**src/dram_host_consts.svh**
```systemverilog
// Timing and field constants for the page-mode DRAM host controller
`ifndef DRAM_HOST_CONSTS_SVH
`define DRAM_HOST_CONSTS_SVH
`define CLK_MHZ                     100
// Least times round up, longest times round down
`define NS2CYC_UP(ns)               ((((ns) * `CLK_MHZ) + 999) / 1000)
`define NS2CYC_DN(ns)               (((ns) * `CLK_MHZ) / 1000)
`define ROW_PRECHARGE_TIME_NS       60
`define ROW_TO_COL_DELAY_NS         20
`define COL_ACTIVE_NS               60
`define COLUMN_PRECHARGE_TIME_NS    10
`define COLUMN_HOLD_AFTER_WRITE_NS  20
`define ROW_HOLD_AFTER_WRITE_NS     20
`define ROW_ACTIVE_MIN_NS           60
`define CBR_CAS_SETUP_NS            5
`define WRITE_INACTIVE_LEAD_NS      10
`define WRITE_INACTIVE_HOLD_TIME_NS 10
`define CBR_COUNTER_PRECHARGE_NS    40
`define PAGE_ROW_ACTIVE_MAX_NS      10000
`define REFRESH_ROW_STD_NS          15600
`define REFRESH_ROW_LP_NS           124800
`define INIT_PAUSE_NS               200000
`define INIT_ROW_CYCLES             8
`define ROW_COUNT                   1024
`define ADDR_W                      10
`define DATA_W                      32
`define LANES                       4
`define HALVES                      2
`endif

```
**src/dram_host_pkg.sv**
```systemverilog
// Types for the page-mode DRAM host controller
package dram_host_pkg;
   typedef enum logic [3:0] {
      ST_IDLE    = 4'h0,
      ST_INIT    = 4'h1,
      ST_ROW     = 4'h2,
      ST_COL     = 4'h3,
      ST_CPRE    = 4'h4,
      ST_PRE     = 4'h5,
      ST_CBR_CAS = 4'h6,
      ST_CBR_RAS = 4'h7,
      ST_CT_CPRE = 4'h8
   } state_t;
   typedef enum logic [1:0] {
      CMD_ACCESS       = 2'h0,
      CMD_ROW_REFRESH  = 2'h1,
      CMD_COUNTER_TEST = 2'h2,
      CMD_CBR_REFRESH  = 2'h3
   } cmd_t;
endpackage : dram_host_pkg

```
**src/dram_host_ctrl.sv**
```systemverilog
// Host controller driving a page-mode DRAM module through its strobes
// Operation
// - Row strobe stays high at least the row precharge time between cycles.
// - Early write: write line low at least write setup before column fall.
// - Strobes stay low the row and column hold-after-write times.
// - Page cycle: column strobe high column precharge time, row strobe low.
// - Burst limited to page maximum; row rises with or after column.
// - All 1024 rows refreshed within 16 ms, or 128 ms low power.
// - Distributed refresh: one row each 15.6 us, or 124.8 us.
// - Row-only refresh: row strobe falls with row address, column stays high.
// - Write line high around row fall in column before row refresh.
// - Hidden refresh: column held low while row strobe cycles; not used, CBR refresh starts only from idle.
// - At least 8 column before row cycles precede the counter test.
// - Counter test sequence of zeros, ones, then complement data; the controller issues single test cycles, the user builds the sequence.
// - After power-up wait 200 us, then eight row strobe cycles.
// - Ten address lines carry row, then column, at strobe falls.
// - Read: write line high at least read setup before column fall.
`timescale 1ns/100ps
`include "dram_host_consts.svh"
module dram_host_ctrl
   import dram_host_pkg::*;
#(
   parameter bit LOW_POWER       = 1'b0,
   parameter int INIT_CYCLES     = `NS2CYC_UP(`INIT_PAUSE_NS),
   parameter int REFRESH_CYCLES  = LOW_POWER ? `NS2CYC_DN(`REFRESH_ROW_LP_NS)
                                             : `NS2CYC_DN(`REFRESH_ROW_STD_NS),
   parameter int PAGE_MAX_CYCLES = `NS2CYC_DN(`PAGE_ROW_ACTIVE_MAX_NS)
) (
   input  wire logic                 CORE_CLK,
   input  wire logic                 RST,
   input  wire logic                 REQ_VALID,
   output      logic                 REQ_READY,
   input  wire logic [1:0]           REQ_CMD,
   input  wire logic                 REQ_WRITE,
   input  wire logic                 REQ_HALF,
   input  wire logic [`ADDR_W-1:0]   REQ_ROW,
   input  wire logic [`ADDR_W-1:0]   REQ_COL,
   input  wire logic [`LANES-1:0]    REQ_BE,
   input  wire logic [`DATA_W-1:0]   REQ_WDATA,
   output      logic                 RSP_VALID,
   output      logic [`DATA_W-1:0]   RSP_RDATA,
   output      logic                 INIT_DONE,
   output      logic [`HALVES-1:0]   RAS_N,
   output      logic [`LANES-1:0]    CAS_N,
   output      logic                 WE_N,
   output      logic [`ADDR_W-1:0]   ADDR,
   output      logic [`DATA_W-1:0]   DQ_O,
   output      logic                 DQ_OE,
   input  wire logic [`DATA_W-1:0]   DQ_I
);
   localparam int CW    = 16;
   localparam int C_RP  = `NS2CYC_UP(`ROW_PRECHARGE_TIME_NS);
   localparam int C_RCD = `NS2CYC_UP(`ROW_TO_COL_DELAY_NS);
   localparam int C_COL = `NS2CYC_UP(`COL_ACTIVE_NS);
   localparam int C_CP  = `NS2CYC_UP(`COLUMN_PRECHARGE_TIME_NS);
   localparam int C_RAS = `NS2CYC_UP(`ROW_ACTIVE_MIN_NS);
   localparam int C_CSR = `NS2CYC_UP(`CBR_CAS_SETUP_NS);
   localparam int C_CPT = `NS2CYC_UP(`CBR_COUNTER_PRECHARGE_NS);
   localparam int C_PG  = C_CP + C_COL + 2;

   state_t              st_r, st_nxt;
   logic [CW-1:0]       cnt_r, cnt_nxt;
   logic [CW-1:0]       ref_cnt_r, ref_cnt_nxt;
   logic [CW-1:0]       page_cnt_r, page_cnt_nxt;
   logic                ref_pend_r, ref_pend_nxt;
   logic [3:0]          init_left_r, init_left_nxt;
   cmd_t                kind_r, kind_nxt;
   logic                wr_r, wr_nxt;
   logic                half_r, half_nxt;
   logic [`ADDR_W-1:0]  row_r, row_nxt;
   logic [`ADDR_W-1:0]  col_r, col_nxt;
   logic [`LANES-1:0]   be_r, be_nxt;
   logic [`DATA_W-1:0]  wdata_r, wdata_nxt;
   logic [`DATA_W-1:0]  rdata_r, rdata_nxt;
   logic                rsp_r, rsp_nxt;
   logic [`HALVES-1:0]  ras_n_r, ras_n_nxt;
   logic [`LANES-1:0]   cas_n_r, cas_n_nxt;
   logic                we_n_r, we_n_nxt;
   logic [`ADDR_W-1:0]  addr_r, addr_nxt;
   logic                dq_oe_r, dq_oe_nxt;

   wire cnt_done   = (cnt_r == '0);
   wire ref_tick   = (ref_cnt_r == '0);
   wire need_cbr   = ref_pend_r | (init_left_r != 4'h0);
   wire idle_take  = (st_r == ST_IDLE) && !need_cbr;
   wire page_hit   = (REQ_CMD == CMD_ACCESS) && (REQ_HALF == half_r) &&
                     (REQ_ROW == row_r) && (kind_r == CMD_ACCESS);
   // keep the burst under the page maximum
   wire page_room  = (32'(page_cnt_r) + 32'(C_PG)) < 32'(PAGE_MAX_CYCLES);
   wire page_take  = (st_r == ST_COL) && cnt_done && !ref_pend_r &&
                     page_hit && page_room;
   wire take       = REQ_VALID && (idle_take || page_take);
   wire cas_idle   = &cas_n_r;
   wire ras_idle   = &ras_n_r;

   assign REQ_READY = idle_take | page_take;
   assign INIT_DONE = (init_left_r == 4'h0) && (st_r != ST_INIT);
   assign RSP_VALID = rsp_r;
   assign RSP_RDATA = rdata_r;
   assign RAS_N     = ras_n_r;
   assign CAS_N     = cas_n_r;
   assign WE_N      = we_n_r;
   assign ADDR      = addr_r;
   assign DQ_O      = wdata_r;
   assign DQ_OE     = dq_oe_r;

   // distributed timer covers all rows within the period
   assign ref_cnt_nxt = ref_tick ? CW'(REFRESH_CYCLES - 1) : ref_cnt_r - 1'b1;
   // one row per interval; a tick wins over the clear
   assign ref_pend_nxt = ref_tick |
                         (ref_pend_r & !((st_r == ST_IDLE) && (init_left_r == 4'h0)));

   always_comb begin
      st_nxt        = st_r;
      cnt_nxt       = cnt_done ? cnt_r : cnt_r - 1'b1;
      page_cnt_nxt  = page_cnt_r + 1'b1;
      init_left_nxt = init_left_r;
      kind_nxt      = kind_r;
      wr_nxt        = wr_r;
      half_nxt      = half_r;
      row_nxt       = row_r;
      col_nxt       = col_r;
      be_nxt        = be_r;
      wdata_nxt     = wdata_r;
      rdata_nxt     = rdata_r;
      rsp_nxt       = 1'b0;
      case (st_r)
         ST_INIT: begin
            // power-up pause, then the init cycles
            if (cnt_done) begin
               st_nxt = ST_IDLE;
            end
         end
         ST_IDLE: begin
            // no hidden refresh; refresh after full precharge
            if (need_cbr) begin
               // column before row, internal counter row
               kind_nxt = CMD_CBR_REFRESH;
               st_nxt   = ST_CBR_CAS;
               cnt_nxt  = CW'(C_CSR - 1);
            end else if (REQ_VALID) begin
               kind_nxt  = cmd_t'(REQ_CMD == CMD_CBR_REFRESH ? CMD_ACCESS : REQ_CMD);
               wr_nxt    = REQ_WRITE;
               half_nxt  = REQ_HALF;
               row_nxt   = REQ_ROW;
               col_nxt   = REQ_COL;
               be_nxt    = REQ_BE;
               wdata_nxt = REQ_WDATA;
               page_cnt_nxt = '0;
               if (REQ_CMD == CMD_COUNTER_TEST) begin
                  // test sequences built by the user from these
                  // init cycles are done before any test is taken
                  st_nxt  = ST_CBR_CAS;
                  cnt_nxt = CW'(C_CSR - 1);
               end else if (REQ_CMD == CMD_ROW_REFRESH) begin
                  // row strobe only, held the active minimum
                  st_nxt  = ST_ROW;
                  cnt_nxt = CW'(C_RAS - 1);
               end else begin
                  st_nxt  = ST_ROW;
                  cnt_nxt = CW'(C_RCD - 1);
               end
            end
         end
         ST_ROW: begin
            if (cnt_done) begin
               if (kind_r == CMD_ROW_REFRESH) begin
                  st_nxt  = ST_PRE;
                  cnt_nxt = CW'(C_RP - 1);
               end else begin
                  st_nxt  = ST_COL;
                  cnt_nxt = CW'(C_COL - 1);
               end
            end
         end
         ST_COL: begin
            // strobes held the full column time
            if (cnt_done) begin
               rsp_nxt = 1'b1;
               // sample while the column strobe is still low
               if (!wr_r) begin
                  rdata_nxt = DQ_I;
               end
               if (take) begin
                  // next page cycle may be read or write
                  wr_nxt    = REQ_WRITE;
                  col_nxt   = REQ_COL;
                  be_nxt    = REQ_BE;
                  wdata_nxt = REQ_WDATA;
                  st_nxt    = ST_CPRE;
                  cnt_nxt   = CW'(C_CP - 1);
               end else begin
                  // both strobes rise on the same edge
                  st_nxt  = ST_PRE;
                  cnt_nxt = CW'(C_RP - 1);
               end
            end
         end
         ST_CPRE: begin
            // column precharge with the row held
            if (cnt_done) begin
               st_nxt  = ST_COL;
               cnt_nxt = CW'(C_COL - 1);
            end
         end
         ST_PRE: begin
            // precharge before the next active cycle
            if (cnt_done) begin
               st_nxt = ST_IDLE;
            end
         end
         ST_CBR_CAS: begin
            if (cnt_done) begin
               st_nxt  = ST_CBR_RAS;
               cnt_nxt = CW'(C_RAS - 1);
            end
         end
         ST_CBR_RAS: begin
            if (cnt_done) begin
               if (init_left_r != 4'h0) begin
                  init_left_nxt = init_left_r - 4'h1;
               end
               if (kind_r == CMD_COUNTER_TEST) begin
                  // row from the counter, column from ADDR
                  st_nxt  = ST_CT_CPRE;
                  cnt_nxt = CW'(C_CPT - 1);
               end else begin
                  st_nxt  = ST_PRE;
                  cnt_nxt = CW'(C_RP - 1);
               end
            end
         end
         ST_CT_CPRE: begin
            if (cnt_done) begin
               st_nxt  = ST_COL;
               cnt_nxt = CW'(C_COL - 1);
            end
         end
         default: begin
            st_nxt = ST_IDLE;
         end
      endcase
   end

   // Pins are decoded from the next state so they leave flip-flops
   wire nxt_ras_low = (st_nxt == ST_ROW) || (st_nxt == ST_COL) ||
                      (st_nxt == ST_CPRE) || (st_nxt == ST_CBR_RAS) ||
                      (st_nxt == ST_CT_CPRE);
   wire nxt_cas_low = (st_nxt == ST_COL) || (st_nxt == ST_CBR_CAS) ||
                      (st_nxt == ST_CBR_RAS);
   wire nxt_cbr     = (st_nxt == ST_CBR_CAS) || (st_nxt == ST_CBR_RAS);
   wire nxt_wr_ph   = (st_nxt == ST_COL) || (st_nxt == ST_CPRE) ||
                      (st_nxt == ST_CT_CPRE) ||
                      ((st_nxt == ST_ROW) && (kind_nxt == CMD_ACCESS));
   // one row strobe per half; CBR refresh hits both halves, row-only refresh one half
   wire [`HALVES-1:0] half_sel = (kind_nxt == CMD_CBR_REFRESH) ? {`HALVES{1'b1}} :
                                 (half_nxt ? 2'h2 : 2'h1);
   assign ras_n_nxt = nxt_ras_low ? ~half_sel : {`HALVES{1'b1}};
   // byte lanes gated per column strobe
   assign cas_n_nxt = !nxt_cas_low ? {`LANES{1'b1}} :
                      nxt_cbr ? {`LANES{1'b0}} : ~be_nxt;
   // write line high through the refresh edges
   // early write: low from row fall, before column fall
   // reads keep it high from row fall
   assign we_n_nxt  = !(wr_nxt && nxt_wr_ph && !nxt_cbr);
   // row on row fall, column afterwards
   assign addr_nxt  = (st_nxt == ST_ROW) ? row_nxt : col_nxt;
   // data on the bus as the column strobe falls
   assign dq_oe_nxt = wr_nxt && (st_nxt == ST_COL);

   always_ff @(posedge CORE_CLK or posedge RST) begin
      if (RST) begin
         st_r        <= ST_INIT;
         cnt_r       <= CW'(INIT_CYCLES - 1);
         ref_cnt_r   <= CW'(REFRESH_CYCLES - 1);
         page_cnt_r  <= '0;
         ref_pend_r  <= 1'b0;
         init_left_r <= 4'(`INIT_ROW_CYCLES);
         kind_r      <= CMD_ACCESS;
         wr_r        <= 1'b0;
         half_r      <= 1'b0;
         row_r       <= '0;
         col_r       <= '0;
         be_r        <= '0;
         wdata_r     <= '0;
         rdata_r     <= '0;
         rsp_r       <= 1'b0;
      end else begin
         st_r        <= st_nxt;
         cnt_r       <= cnt_nxt;
         ref_cnt_r   <= ref_cnt_nxt;
         page_cnt_r  <= page_cnt_nxt;
         ref_pend_r  <= ref_pend_nxt;
         init_left_r <= init_left_nxt;
         kind_r      <= kind_nxt;
         wr_r        <= wr_nxt;
         half_r      <= half_nxt;
         row_r       <= row_nxt;
         col_r       <= col_nxt;
         be_r        <= be_nxt;
         wdata_r     <= wdata_nxt;
         rdata_r     <= rdata_nxt;
         rsp_r       <= rsp_nxt;
      end
   end

   always_ff @(posedge CORE_CLK or posedge RST) begin
      if (RST) begin
         ras_n_r <= {`HALVES{1'b1}};
         cas_n_r <= {`LANES{1'b1}};
         we_n_r  <= 1'b1;
         addr_r  <= '0;
         dq_oe_r <= 1'b0;
      end else begin
         ras_n_r <= ras_n_nxt;
         cas_n_r <= cas_n_nxt;
         we_n_r  <= we_n_nxt;
         addr_r  <= addr_nxt;
         dq_oe_r <= dq_oe_nxt;
      end
   end

   property p_precharge;
      @(posedge CORE_CLK) disable iff (RST)
      $rose(ras_idle) |-> ras_idle [*6];
   endproperty
   a_precharge: assert property (p_precharge) else $error("row precharge short");

   property p_read_capture;
      @(posedge CORE_CLK) disable iff (RST)
      rsp_r && !wr_r |-> !$past(cas_idle);
   endproperty
   a_read_capture: assert property (p_read_capture) else $error("read after column rise");

   property p_write_setup;
      @(posedge CORE_CLK) disable iff (RST)
      $fell(cas_idle) && !we_n_r |-> !$past(we_n_r);
   endproperty
   a_write_setup: assert property (p_write_setup) else $error("write line late");

   property p_write_data;
      @(posedge CORE_CLK) disable iff (RST)
      $fell(cas_idle) && !we_n_r |-> dq_oe_r && (DQ_O == wdata_r);
   endproperty
   a_write_data: assert property (p_write_data) else $error("write data missing");

   property p_write_hold;
      @(posedge CORE_CLK) disable iff (RST)
      $fell(cas_idle) && !we_n_r |-> (!cas_idle && !ras_idle) [*2];
   endproperty
   a_write_hold: assert property (p_write_hold) else $error("strobe hold after write");

   property p_ras_after_cas;
      @(posedge CORE_CLK) disable iff (RST)
      $rose(ras_idle) |-> cas_idle;
   endproperty
   a_ras_after_cas: assert property (p_ras_after_cas) else $error("row rose before column");

   property p_refresh_served;
      @(posedge CORE_CLK) disable iff (RST)
      $rose(ref_pend_r) && INIT_DONE |-> ##[1:1000] (st_r == ST_CBR_CAS);
   endproperty
   a_refresh_served: assert property (p_refresh_served) else $error("refresh not issued");

   property p_cbr_write_high;
      @(posedge CORE_CLK) disable iff (RST)
      (st_r == ST_CBR_RAS) && ($past(st_r) == ST_CBR_CAS) |-> we_n_r && $past(we_n_r);
   endproperty
   a_cbr_write_high: assert property (p_cbr_write_high) else $error("write line low in refresh");

   property p_init_quiet;
      @(posedge CORE_CLK) disable iff (RST)
      (st_r == ST_INIT) |-> ras_idle && cas_idle && !REQ_READY;
   endproperty
   a_init_quiet: assert property (p_init_quiet) else $error("activity during power-up pause");

   property p_read_setup;
      @(posedge CORE_CLK) disable iff (RST)
      $fell(cas_idle) && !ras_idle && !wr_r |-> we_n_r && $past(we_n_r);
   endproperty
   a_read_setup: assert property (p_read_setup) else $error("write line low on read");
endmodule : dram_host_ctrl

```
**config.mk**
```make
export PLATFORM = sky130hd
export DESIGN_NAME = dram_host_ctrl
export DESIGN_NICKNAME = d
export VERILOG_FILES = /design/src/dram_host_pkg.sv /design/src/dram_host_ctrl.sv
export VERILOG_INCLUDE_DIRS = /design/src
export SDC_FILE = /design/constraint.sdc
export NUM_CORES = 1
export LEC_CHECK = 0
export BUFFER_PORTS_ARGS = -buffer_cell sky130_fd_sc_hd__buf_2
export CAP_MARGIN = 30
export CORE_MARGIN = 4
export CORE_UTILIZATION = 54
export CTS_BUF_LIST = sky130_fd_sc_hd__clkbuf_16
export DETAILED_ROUTE_END_ITERATION = 7
export GPL_ROUTABILITY_DRIVEN = 1
export PLACE_DENSITY_LB_ADDON = 0.3
export SLEW_MARGIN = 15
export SYNTH_ARGS = -nofsm -noshare
export SYNTH_HDL_FRONTEND = slang
export SYNTH_SLANG_ARGS = --single-unit
```
**constraint.sdc**
```tcl
create_clock -name CORE_CLK -period 8.2 [get_ports CORE_CLK]
set_input_delay 2.46 -clock CORE_CLK [delete_from_list [all_inputs] [get_ports CORE_CLK]]
set_output_delay 2.46 -clock CORE_CLK [all_outputs]
set_load 0.02 [all_outputs]
```
==> results of run 1 <==
[stage by stage]
stage | hold WS, ns | power (mW)
final | 0.468 | 3.35
after global routing | 0.493 | 3.55
after CTS | 0.470 | 3.37
after detailed placement | 0.453 | 2.52
after global placement | 0.446 | 2.46
after floorplan | 0.435 | 2.15
[final timing paths]
kind | endpoint | slack [ns] | cells past startpoint
setup / recovery | REQ_READY | 1.34 | 8
hold / removal | ref_cnt_r[0] | 0.47 | 1
setup reg to reg | ADDR[1] | 4.64 | 10
hold reg to reg | ref_cnt_r[0] | 0.47 | 1
max in group asynchronous | init_left_r[3] | 4.84 | 4
min in group asynchronous | RSP_RDATA[28] | 2.15 | 2
[placed cells by master (no fill, tap or decap), types with 17 or more instances in the layout]
master	Yosys	routed
sky130_fd_sc_hd__buf_2	9	179
sky130_fd_sc_hd__dfrtp_1	144	144
sky130_fd_sc_hd__mux2_2	81	81
sky130_fd_sc_hd__nand2_1	70	70
sky130_fd_sc_hd__nor2_1	69	68
sky130_fd_sc_hd__xor2_1	33	33
sky130_fd_sc_hd__dfstp_2	24	24
sky130_fd_sc_hd__xnor2_1	22	22
sky130_fd_sc_hd__inv_1	20	20
sky130_fd_sc_hd__nand3_1	17	17
sky130_fd_sc_hd__clkbuf_16	0	17
[power by group]
group          total, mW  switching (mW)  leakage [nW]  internal, mW
Sequential          1.39           0.236          2.10          1.15
Clock              0.840           0.352         0.306         0.488
Combinational       1.12           0.652          2.24         0.466
Total               3.35            1.24          4.64          2.11
[state kept, by name, summed over array words and instances, names as in the netlist]
name,flops
be_r,4
wr_r,1
st_r,4
row_r,10
kind_r,2
page_cnt_r,16
RAS_N,2
ADDR,10
ref_pend_r,1
WE_N,1
col_r,10
half_r,1
DQ_O,32
ref_cnt_r,16
init_left_r,4
RSP_RDATA,32
RSP_VALID,1
DQ_OE,1
cnt_r,16
CAS_N,4
[metal layers]
layer	up-vias	routed length (µm)
li1	2695	-
met1	2857	7560
met2	210	9280
met3	28	1210
met4	2	211
met5	-	7
[worst register-to-register path, cell delays in order (launching register included)]
cell and delay [ns]:
sky130_fd_sc_hd__dfstp_2 0.55, sky130_fd_sc_hd__inv_1 0.05, sky130_fd_sc_hd__ha_1 0.23, sky130_fd_sc_hd__nand3_1 0.34
sky130_fd_sc_hd__nor2_1 0.19, sky130_fd_sc_hd__inv_1 0.23, sky130_fd_sc_hd__o21ai_0 0.13, sky130_fd_sc_hd__nor3_1 0.45
sky130_fd_sc_hd__inv_1 0.20, sky130_fd_sc_hd__nor4_4 0.67, sky130_fd_sc_hd__mux2_2 0.42
[cell type report]
class / instances / area, µm²
multi-input cells: 458 / 3350
repair buffers: 185 / 957
clock buffers: 17 / 425
clock inverters: 15 / 189
well taps: 180 / 225
fillers: 1058 / 4580
inverters: 20 / 80.1
flip-flops and latches: 168 / 4230
[logic make-up after synthesis]
kind of cell             Yosys count  share of synthesized area, %
multiplexers                      92                          13.6
buffers and inverters             49                          2.92
AND/OR/NAND/NOR                  229                          14.7
XOR/XNOR                          55                          6.17
flip-flops                       168                          54.3
adder cells (fa/ha/maj)            7                          1.09
AO/OA/AOI/OAI                     75                          7.22
==> Implementation_results.wiki, run 1 <==
{| class="wikitable"
! Metric !! Value
|-
| Top area cells in the synthesized netlist || sky130_fd_sc_hd__dfrtp_1, sky130_fd_sc_hd__mux2_2, sky130_fd_sc_hd__dfstp_2
|-
| Number of hold-slack violations in the final timing report || 0
|-
| Final setup fails || 0
|-
| Largest buffer count on any clock path || 2
|-
| Vias/cell || around 5.6
|-
| Flop and latch count out of synthesis || ~170
|-
| Number of diodes || 0
|-
| Number of instances in the placed design || 1010
|-
| Kind of critical path || primary input to output port
|-
| Top FF cell, synth || sky130_fd_sc_hd__dfrtp_1
|-
| Post-CTS setup buffer count || 0
|-
| Cell family contributing the most delay on the critical path || simple AND/OR/NAND/NOR gates
|-
| Share of layout cells above drive strength 1 || about two fifths
|-
| Crit Reg-Reg Startpoint || cnt_r[0]
|-
| Detailed-router iteration count before antenna repair || 7
|-
| Grt peak-use layer || met2
|-
| Library cell used as clock root buffer || sky130_fd_sc_hd__clkbuf_16
|-
| Critical path origin || REQ_CMD[0]
|-
| Placed Area || a little under 9000 µm²
|-
| Layout overhead on the synthesized area || 21.3%
|-
| Unique masters post-synth || 72
|-
| Tightest Hold Check Type || flip-flop to flip-flop
|-
| Placeable core region || 14000 µm²
|-
| Cell with the largest stage delay on the worst path || sky130_fd_sc_hd__or4_4
|-
| Top cell types by occurrence after synthesis || sky130_fd_sc_hd__dfrtp_1, sky130_fd_sc_hd__mux2_2, sky130_fd_sc_hd__nand2_1
|-
| Die Y-Extent || 128 µm
|-
| Outcome || finished clean
|-
| Utilization after layout || approximately two thirds
|-
| Detailed-placement wirelength estimate || 13100 µm
|-
| Vias in the first global route || 6092
|-
| Power per cell area || 354 nW/µm²
|-
| Met1 track utilization from global routing || 30.1%
|-
| Required time reported for the critical path endpoint || 5.74 ns
|-
| Total global-route track usage || 23.2%
|-
| Number of sinks on the clock net || 168
|-
| Warnings, synthesis || 0
|-
| Peak supply drop || around 250 µV
|-
| Combined buffer and inverter count along the critical path || 2
|-
| Gate count after technology mapping || around 680
|-
| Sort of element at the end of the critical path || output port
|-
| Post-cts resize count || 0
|-
| RSZ-0062 raised after global routing || false
|-
| Highest fanout seen on the critical path || 3
|-
| Wire length of the first global-routing pass || about 30000 µm
|-
| Skew-Pair Late Insertion Delay || 0.43 ns
|-
| Crit path time final || slightly below 7 ns
|-
| Die outline width || 128 µm
|-
| Slew Limit Fails || 0
|-
| Initial antenna violation count || 1
|-
| Post-route setup slack || 1.34 ns
|-
| Post-DR wirelength/cell || ~18 µm
|-
| Number of synthesized flops with an enable pin || 0
|-
| Startpoint of the lowest-slack hold path || ref_cnt_r[0]
|-
| H-Tree Depth || 4
|-
| Post-Place Setup Slack || 1.33 ns
|-
| Area of all placed cells without fillers || 9460 µm²
|-
| Routing usage on met3 || 6.71%
|-
| TritonCTS clock tree || done
|-
| Cell leakage power || 4.64 nW
|-
| Library cell with the highest instance count after synthesis || sky130_fd_sc_hd__dfrtp_1
|-
| Maximum cell stage delay along the critical path || approximately 0.53 ns
|-
| Setup TNS Final || 0 ns
|-
| Synth Cell Area || approximately 7800 µm²
|-
| Max-cap check violation count || 0
|-
| Clock input transition at the sequential cells of the worst setup and hold paths || about 0.060 ns
|-
| Area of the die || 16400 µm²
|-
| Detailed Route WL || 18300 µm
|-
| Fraction of the cycle the final worst path needs || 83.6%
|-
| Overall overflow remaining after global route || 0
|-
| Post-layout nets || roughly 950
|-
| Number of buffers created by CTS || 17
|-
| Number of antenna-violating nets in the routed design || 0
|-
| Post-synth net total || 776
|-
| Standard-cell rows || between 40 and 50
|-
| Initial core utilization || 55.6%
|-
| Cell taking the most area after synthesis || sky130_fd_sc_hd__dfrtp_1
|-
| Via count || just under 6000
|-
| Weighted congestion at the end of routability-driven global placement || around 0.88
|-
| CP Cell Sequence || buf_2 -> or4_4 -> nor4_2 -> nand4_1 -> a2111oi_4 -> nand2_1 -> nand2_1 -> buf_2
|-
| Port Buf Inserts || 179
|-
| Sequential share of the synthesized area || about 54%
|-
| Skew final || ~0.012 ns
|-
| Share of flip-flops with an asynchronous set or reset after synthesis || 100%
|-
| CTS Hold Buffers Added || 0
|-
| DRT iter0 DRCs || around 360
|-
| Number of top-level pins || 180
|-
| GR Util met2 || ~38%
|-
| Transition time of the tightest slew-check pin || 0.960 ns
|-
| Total DRC errors in the routed layout || 0
|-
| Slew HR || 35.9%
|-
| Max frequency || 0.146 GHz
|-
| Synth top area share || between 40% and 50%
|-
| Launching element type of the critical path || primary input
|-
| Layout Cells excl Fill || 1043
|-
| Syn_area_per_cell || 11.6 µm²
|-
| Pin count of the biggest net entering global routing || 90
|-
| Signal arrival time at the worst endpoint || 4.40 ns
|}
(Power assumes the default switching activity.)
==> inputs of run 2 (changes only) <==
- clock period: 8.2 -> 6.8 ns (I/O delays scaled with it)
==> run 2 against run 1 <==
Hold slack improved by 0.011 ns; clock power increased by 15%; largest power group unchanged; sequential share of layout area increased by 0.095 points.
==> Implementation_results.wiki, run 2 (synthesis results as in run 1) <==
{| class="wikitable"
! Metric !! Value
|-
| Reported net switching power || 1.48 mW (was 1.24 mW)
|-
| Startpoint of the lowest-slack hold path || ref_cnt_r[0] (unchanged)
|-
| Internal reg-to-reg setup slack || 3.29 ns (was 4.64 ns)
|-
| CTS Hold Buffers Added || 0 (unchanged)
|-
| Clock input transition at the sequential cells of the worst setup and hold paths || 0.06 ns (about the same)
|-
| Weighted congestion at the end of routability-driven global placement || 0.892 (was 0.883)
|-
| Launching element type of the critical path || primary input (unchanged)
|-
| Overall overflow remaining after global route || 0 (unchanged)
|-
| Proportion of power drawn by the clock network || 24.3% (was 25.1%)
|-
| Sort of element at the end of the critical path || output port (unchanged)
|-
| Port Buf Inserts || 179 (unchanged)
|-
| Vias in the first global route || 5987 (was 6092)
|-
| Share of layout cells above drive strength 1 || 40.3% (was 40.4%)
|-
| Number of buffers created by CTS || 17 (unchanged)
|-
| Tightest Hold Check Type || flip-flop to flip-flop (unchanged)
|-
| Layout overhead on the synthesized area || 21.0% (was 21.3%)
|-
| Via count || 5736 (was 5792)
|-
| Final Total Pwr || 3.99 mW (was 3.35 mW)
|-
| Initial core utilization || 55.6% (unchanged)
|-
| Outcome || finished clean (unchanged)
|-
| Detailed-router iteration count before antenna repair || 5 (was 7)
|-
| Kind of critical path || primary input to output port (unchanged)
|-
| Max frequency || 0.166 GHz
|-
| Post-layout nets || 951 (unchanged)
|-
| Switching share of power || 37.2% (was 37.0%)
|-
| Cell with the largest stage delay on the worst path || sky130_fd_sc_hd__or4_4 (unchanged)
|-
| Grt peak-use layer || met2 (unchanged)
|-
| Detailed-placement wirelength estimate || 12900 µm (was 13100 µm)
|-
| RSZ-0062 raised after global routing || false (unchanged)
|-
| Int Power || 2.50 mW (was 2.11 mW)
|-
| Pin count of the biggest net entering global routing || 103 (was 90)
|-
| Met1 track utilization from global routing || 28.8% (was 30.1%)
|-
| Post-DR wirelength/cell || 17.1 µm (was 17.5 µm)
|-
| Library cell used as clock root buffer || sky130_fd_sc_hd__clkbuf_16 (unchanged)
|-
| Final setup fails || 0 (unchanged)
|-
| Fraction of the cycle the final worst path needs || 88.3%
|-
| Placeable core region || 14000 µm² (unchanged)
|-
| Slew HR || 33.6% (was 35.9%)
|-
| Total DRC errors in the routed layout || 0 (unchanged)
|-
| DRT iter0 DRCs || 406 (was 363)
|-
| Post-CTS setup buffer count || 0 (unchanged)
|-
| Filler cells || 1023 (was 1058)
|-
| Number of antenna-violating nets in the routed design || 0 (unchanged)
|-
| Share of power burned in combinational logic || 33.8% (was 33.4%)
|-
| Cell leakage power || 4.63 nW (was 4.64 nW)
|-
| Routing usage on met3 || 7.08% (was 6.71%)
|-
| Most frequent cells in the layout || sky130_fd_sc_hd__buf_2, sky130_fd_sc_hd__dfrtp_1, sky130_fd_sc_hd__mux2_2 (unchanged)
|-
| Largest buffer count on any clock path || 2 (unchanged)
|-
| Post-cts resize count || 0 (unchanged)
|-
| Standard-cell rows || 43 (unchanged)
|-
| Skew final || 0.0130 ns (was 0.0124 ns)
|-
| Relative contribution of sequential cells to total power || 41.9% (was 41.5%)
|-
| Number of top-level pins || 180 (unchanged)
|-
| Peak supply drop || 223 µV (was 254 µV)
|-
| Initial antenna violation count || 1 (unchanged)
|-
| Signal arrival time at the worst endpoint || 3.97 ns (was 4.40 ns)
|-
| Detailed Route WL || 17900 µm (was 18300 µm)
|-
| Crit Reg-Reg Startpoint || cnt_r[0] (unchanged)
|-
| Die Y-Extent || 128 µm (unchanged)
|-
| Required time reported for the critical path endpoint || 4.76 ns (was 5.74 ns)
|-
| Die outline width || 128 µm (unchanged)
|-
| Number of hold-slack violations in the final timing report || 0 (unchanged)
|-
| Power per cell area || 422 nW/µm² (was 354 nW/µm²)
|-
| Vias/cell || 5.49 (was 5.55)
|-
| Skew-Pair Late Insertion Delay || 0.42 ns (was 0.43 ns)
|-
| Worst hold stages || 1 (unchanged)
|-
| End point of the worst hold path || ref_cnt_r[0] (unchanged)
|-
| Slew Limit Fails || 0 (unchanged)
|-
| Transition time of the tightest slew-check pin || 0.993 ns (was 0.960 ns)
|-
| Worst r2r dst || ADDR[7] (was ADDR[1])
|-
| Max-cap check violation count || 0 (unchanged)
|-
| Area of the die || 16400 µm² (unchanged)
|-
| Total global-route track usage || 22.4% (was 23.2%)
|-
| Most common cell after layout, fill and taps aside || sky130_fd_sc_hd__buf_2 (unchanged)
|-
| GR Util met2 || 36.3% (was 37.9%)
|-
| Maximum cell stage delay along the critical path || 0.53 ns (about the same)
|-
| Wire length of the first global-routing pass || 29400 µm (was 30300 µm)
|-
| Highest fanout seen on the critical path || 3 (unchanged)
|-
| CP Cell Sequence || buf_2 -> or4_4 -> nor4_2 -> nand4_1 -> a2111oi_4 -> nand2_1 -> nand2_1 -> buf_2 (unchanged)
|-
| Setup TNS Final || 0 ns (unchanged)
|-
| Number of sinks on the clock net || 168 (unchanged)
|-
| Crit path time final || 6.01 ns
|-
| Worst reg-to-reg path cell count || 10 (unchanged)
|-
| TritonCTS clock tree || done (unchanged)
|-
| H-Tree Depth || 4 (unchanged)
|}
[run 2: worst max-delay path by stage]
stage | end | from | cells past startpoint | slack, ns
3_5_place_dp | REQ_READY | REQ_CMD[0] | 8 | 0.79
2_1_floorplan | ADDR[0] | RST | 1 | 0.25
4_1_cts | REQ_READY | REQ_CMD[0] | 8 | 0.78
3_3_place_gp | REQ_READY | REQ_CMD[0] | 8 | 0.79
6_report | REQ_READY | REQ_CMD[0] | 8 | 0.79
5_1_grt | REQ_READY | REQ_CMD[0] | 8 | 0.57
[run 2: power by group through the flow]
stage               clock (mW)  combinational, mW  sequential, mW
floorplan                    0              0.764            1.83
global placement             0               1.31            1.66
detailed placement           0               1.35            1.68
CTS                      0.982               1.36            1.67
global route              1.03               1.47            1.72
finish                   0.967               1.35            1.67
[run 2: layout make-up]
type | count | area (µm²) | share of cell area [%]
Sequential cell | 168 | 4230 | 44.8
Clock buffer | 17 | 425 | 4.51
Multi-Input combinational cell | 458 | 3350 | 35.5
Inverter | 20 | 80.1 | 0.848
Tap cell | 180 | 225 | 2.39
Antenna cell | 1 | 2.50 | 0.0265
Timing Repair Buffer | 185 | 957 | 10.1
Clock inverter | 15 | 166 | 1.76
[run 2: routing by layer]
| metal | vias up | part of all wire (%) |
|---|---|---|
| met4 | 2 | 1.7 |
| met3 | 31 | 6.9 |
| met2 | 207 | 50 |
| met5 | - | 0.050 |
| met1 | 2800 | 42 |
| li1 | 2696 | - |
[run 2: worst max-delay path, delay by kind of cell]
family / cells / cell delay (ns)
AO/OA/AOI/OAI: 1 / 0.49
buffers and inverters: 2 / 0.30
AND/OR/NAND/NOR: 5 / 1.14
[run 2: stage by stage]
step	setup slack, ns	utilization (%)	area [µm²]	hold slack (ns)	cells
6_report	0.793	67.2	9440	0.479	1044
5_1_grt	0.574	67.2	9440	0.491	1043
4_1_cts	0.777	67.0	9410	0.473	1042
3_3_place_gp	0.788	62.8	8820	0.446	1009
3_5_place_dp	0.788	62.8	8820	0.454	1010
2_1_floorplan	0.253	-	7800	0.435	675
==> inputs of run 3 (changes only) <==
- ABC_AREA: not set -> 1
- CORE_UTILIZATION: 54 -> 55
- PLACE_DENSITY: not set -> 0.79
- PLACE_DENSITY_LB_ADDON: 0.3 -> not set
==> run 3 against run 2 <==
Non-clock buffer count grew 1; critical endpoint unchanged; worst setup slack gained 0.70 ns; clock power grew 2.7%; largest power group unchanged; final cell count grew 22%; register-to-register slack gained 0.65 ns; critical path type unchanged; highest routed layer is now met4.
==> Implementation_results.wiki, run 3 <==
{| class="wikitable"
! Metric !! Value
|-
| Library cell used as clock root buffer || sky130_fd_sc_hd__clkbuf_16 (unchanged)
|-
| Launching element type of the critical path || primary input (unchanged)
|-
| Skew final || 0.0105 ns (was 0.0130 ns)
|-
| Post-route setup slack || 1.49 ns (was 0.793 ns)
|-
| Via count || 6508 (was 5736)
|-
| Crit path time final || 5.31 ns (was 6.01 ns)
|-
| Initial antenna violation count || 0 (was 1)
|-
| Cell taking the most area after synthesis || sky130_fd_sc_hd__dfrtp_1 (unchanged)
|-
| Post-CTS setup buffer count || 0 (unchanged)
|-
| Peak supply drop || 164 µV (was 223 µV)
|-
| Library cell with the highest instance count after synthesis || sky130_fd_sc_hd__nand2_1 (was sky130_fd_sc_hd__dfrtp_1)
|-
| Detailed-placement wirelength estimate || 13300 µm (was 12900 µm)
|-
| Required time reported for the critical path endpoint || 4.76 ns (about the same)
|-
| Overall overflow remaining after global route || 0 (unchanged)
|-
| Flop and latch count out of synthesis || 168 (unchanged)
|-
| DRT iter0 DRCs || 368 (was 406)
|-
| Outcome || finished clean (unchanged)
|-
| Signal arrival time at the worst endpoint || 3.27 ns (was 3.97 ns)
|-
| Port Buf Inserts || 179 (unchanged)
|-
| Warnings, synthesis || 0 (unchanged)
|-
| Transition time of the tightest slew-check pin || 0.697 ns (was 0.993 ns)
|-
| Final Total Pwr || 2.22 mW (was 3.99 mW)
|-
| Number of hold-slack violations in the final timing report || 0 (unchanged)
|-
| Routing usage on met3 || 6.18% (was 7.08%)
|-
| Slew Limit Fails || 0 (unchanged)
|-
| Placeable core region || 14500 µm² (was 14000 µm²)
|-
| Filler cells || 1146 (was 1023)
|-
| Detailed-router iteration count before antenna repair || 5 (unchanged)
|-
| Total global-route track usage || 22.3% (was 22.4%)
|-
| Sequential Area || 4230 µm² (unchanged)
|-
| TritonCTS clock tree || done (unchanged)
|-
| Top cell types by occurrence after synthesis || sky130_fd_sc_hd__nand2_1, sky130_fd_sc_hd__dfrtp_1, sky130_fd_sc_hd__inv_1 (was sky130_fd_sc_hd__dfrtp_1, sky130_fd_sc_hd__mux2_2, sky130_fd_sc_hd__nand2_1)
|-
| Area of the die || 16800 µm² (was 16400 µm²)
|-
| Vias in the first global route || 6511 (was 5987)
|-
| Detailed Route WL || 18300 µm (was 17900 µm)
|-
| Layout overhead on the synthesized area || 21.0% (about the same)
|-
| Number of buffers created by CTS || 17 (unchanged)
|-
| RSZ-0062 raised after global routing || false (unchanged)
|-
| Standard-cell rows || 44 (was 43)
|-
| Tightest Hold Check Type || flip-flop to flip-flop (unchanged)
|-
| Share of flip-flops with an asynchronous set or reset after synthesis || 100% (unchanged)
|-
| Max-cap check violation count || 0 (unchanged)
|-
| GR Util met2 || 36.7% (was 36.3%)
|-
| Post-Place Setup Slack || 1.50 ns (was 0.788 ns)
|-
| H-Tree Depth || 4 (unchanged)
|-
| Number of antenna-violating nets in the routed design || 0 (unchanged)
|-
| Die Y-Extent || 130 µm (was 128 µm)
|-
| Final setup fails || 0 (unchanged)
|-
| Number of diodes || 0 (was 1)
|-
| Wire length of the first global-routing pass || 30100 µm (was 29400 µm)
|-
| Top area cells in the synthesized netlist || sky130_fd_sc_hd__dfrtp_1, sky130_fd_sc_hd__mux2_2, sky130_fd_sc_hd__nand2_1 (was sky130_fd_sc_hd__dfrtp_1, sky130_fd_sc_hd__mux2_2, sky130_fd_sc_hd__dfstp_2)
|-
| Post-cts resize count || 0 (unchanged)
|-
| Pin count of the biggest net entering global routing || 81 (was 103)
|-
| Sort of element at the end of the critical path || output port (unchanged)
|-
| Total DRC errors in the routed layout || 0 (unchanged)
|-
| Synth Cell Area || 8140 µm² (was 7800 µm²)
|-
| Gate count after technology mapping || 890 (was 675)
|-
| Post-DR wirelength/cell || 14.4 µm (was 17.1 µm)
|-
| Number of synthesized flops with an enable pin || 0 (unchanged)
|-
| Top FF cell, synth || sky130_fd_sc_hd__dfrtp_1 (unchanged)
|-
| Share of layout cells above drive strength 1 || 31.3% (was 40.3%)
|-
| CTS Hold Buffers Added || 0 (unchanged)
|-
| Setup TNS Final || 0 ns (unchanged)
|-
| Clock input transition at the sequential cells of the worst setup and hold paths || 0.06 ns (about the same)
|-
| Kind of critical path || primary input to output port (unchanged)
|-
| Slew HR || 53.5% (was 33.6%)
|-
| Post-layout nets || 1178 (was 951)
|-
| Cell leakage power || 4.96 nW (was 4.63 nW)
|-
| Max frequency || 0.188 GHz (was 0.166 GHz)
|-
| Weighted congestion at the end of routability-driven global placement || 0.904 (was 0.892)
|-
| Largest buffer count on any clock path || 2 (unchanged)
|-
| Die outline width || 130 µm (was 128 µm)
|-
| Unique masters post-synth || 50 (was 72)
|-
| Number of top-level pins || 180 (unchanged)
|-
| Skew-Pair Late Insertion Delay || 0.43 ns (was 0.42 ns)
|-
| Most common cell after layout, fill and taps aside || sky130_fd_sc_hd__buf_2 (unchanged)
|-
| Synth top area share || 44.2% (was 46.2%)
|-
| Most frequent cells in the layout || sky130_fd_sc_hd__buf_2, sky130_fd_sc_hd__nand2_1, sky130_fd_sc_hd__dfrtp_1 (was sky130_fd_sc_hd__buf_2, sky130_fd_sc_hd__dfrtp_1, sky130_fd_sc_hd__mux2_2)
|-
| Area taken by multi-input logic gates || 3340 µm² (was 3350 µm²)
|-
| Post-synth net total || 991 (was 776)
|-
| Power per cell area || 225 nW/µm² (was 422 nW/µm²)
|-
| Fraction of the cycle the final worst path needs || 78.0% (was 88.3%)
|-
| Highest fanout seen on the critical path || 3 (unchanged)
|-
| Syn_area_per_cell || 9.15 µm² (was 11.6 µm²)
|-
| Vias/cell || 5.11 (was 5.49)
|-
| Number of sinks on the clock net || 168 (unchanged)
|-
| Met1 track utilization from global routing || 28.2% (was 28.8%)
|-
| Initial core utilization || 56.0% (was 55.6%)
|-
| Grt peak-use layer || met2 (unchanged)
|-
| Sequential share of the synthesized area || 52.0% (was 54.3%)
|}
## run 3: cell families (layout without fill, tap and decap cells)
family / count (synthesis) / after routing / synth area share [%]
AO/OA/AOI/OAI: 86 / 86 / 6.33
XOR/XNOR: 30 / 30 / 3.23
adder cells (fa/ha/maj): 6 / 6 / 0.922
buffers and inverters: 145 / 345 / 6.99
flip-flops: 168 / 168 / 52.0
multiplexers: 65 / 65 / 8.97
AND/OR/NAND/NOR: 390 / 390 / 21.6
## run 3: layer usage
layer  wire length [µm]  part of all wire (%)  vias up
met1               7550                    41     3036
met4                400                   2.2        0
li1                   -                     -     3250
met2               9130                    50      190
met5                  0                     0        -
met3               1210                   6.6       32
## run 3: path summary, 6_finish.rpt
kind | from | to | slack (ns) | cells after the start
max | REQ_ROW[7] | REQ_READY | 1.49 | 9
min | ref_cnt_r[0] | ref_cnt_r[0] | 0.46 | 1
max reg2reg | page_cnt_r[0] | ADDR[3] | 3.94 | 15
min reg2reg | ref_cnt_r[0] | ref_cnt_r[0] | 0.46 | 1
max in group asynchronous | RST | cnt_r[12] | 3.96 | 3
min in group asynchronous | RST | RSP_RDATA[21] | 1.74 | 2
## run 3: cell type report
cell class	instances	area share [%]
sequential	168	43.0
multi-input combinational	577	33.9
timing repair buffer	186	9.70
inverter	127	4.89
clock buffer	17	4.32
tap	184	2.34
clock inverter	15	1.89
## run 3: report_power, final
group / switching (mW) / total, mW / internal (mW)
combinational: 0.103 / 0.169 / 0.0663
sequential: 0.0181 / 1.05 / 1.03
clock: 0.436 / 0.993 / 0.557
## run 3: metrics by stage
| stage | hold WS (ns) | utilization, % | instance area (µm²) | cells |
|---|---|---|---|---|
| final | 0.459 | 67.8 | 9850 | 1274 |
| after global routing | 0.480 | 67.8 | 9850 | 1274 |
| after floorplan | 0.429 | - | 8140 | 890 |
| after global placement | 0.436 | 63.5 | 9230 | 1241 |
| after detailed placement | 0.451 | 63.6 | 9240 | 1242 |
| after CTS | 0.468 | 67.8 | 9850 | 1274 |
## run 3: critical path, cell delays in order
cell and delay [ns]:
sky130_fd_sc_hd__buf_2 0.11, sky130_fd_sc_hd__xnor2_1 0.27, sky130_fd_sc_hd__nand3b_1 0.11, sky130_fd_sc_hd__nor2_1 0.10
sky130_fd_sc_hd__nand3_1 0.10, sky130_fd_sc_hd__nor3_1 0.15, sky130_fd_sc_hd__nand2_1 0.09, sky130_fd_sc_hd__nand2_2 0.09
sky130_fd_sc_hd__buf_2 0.19
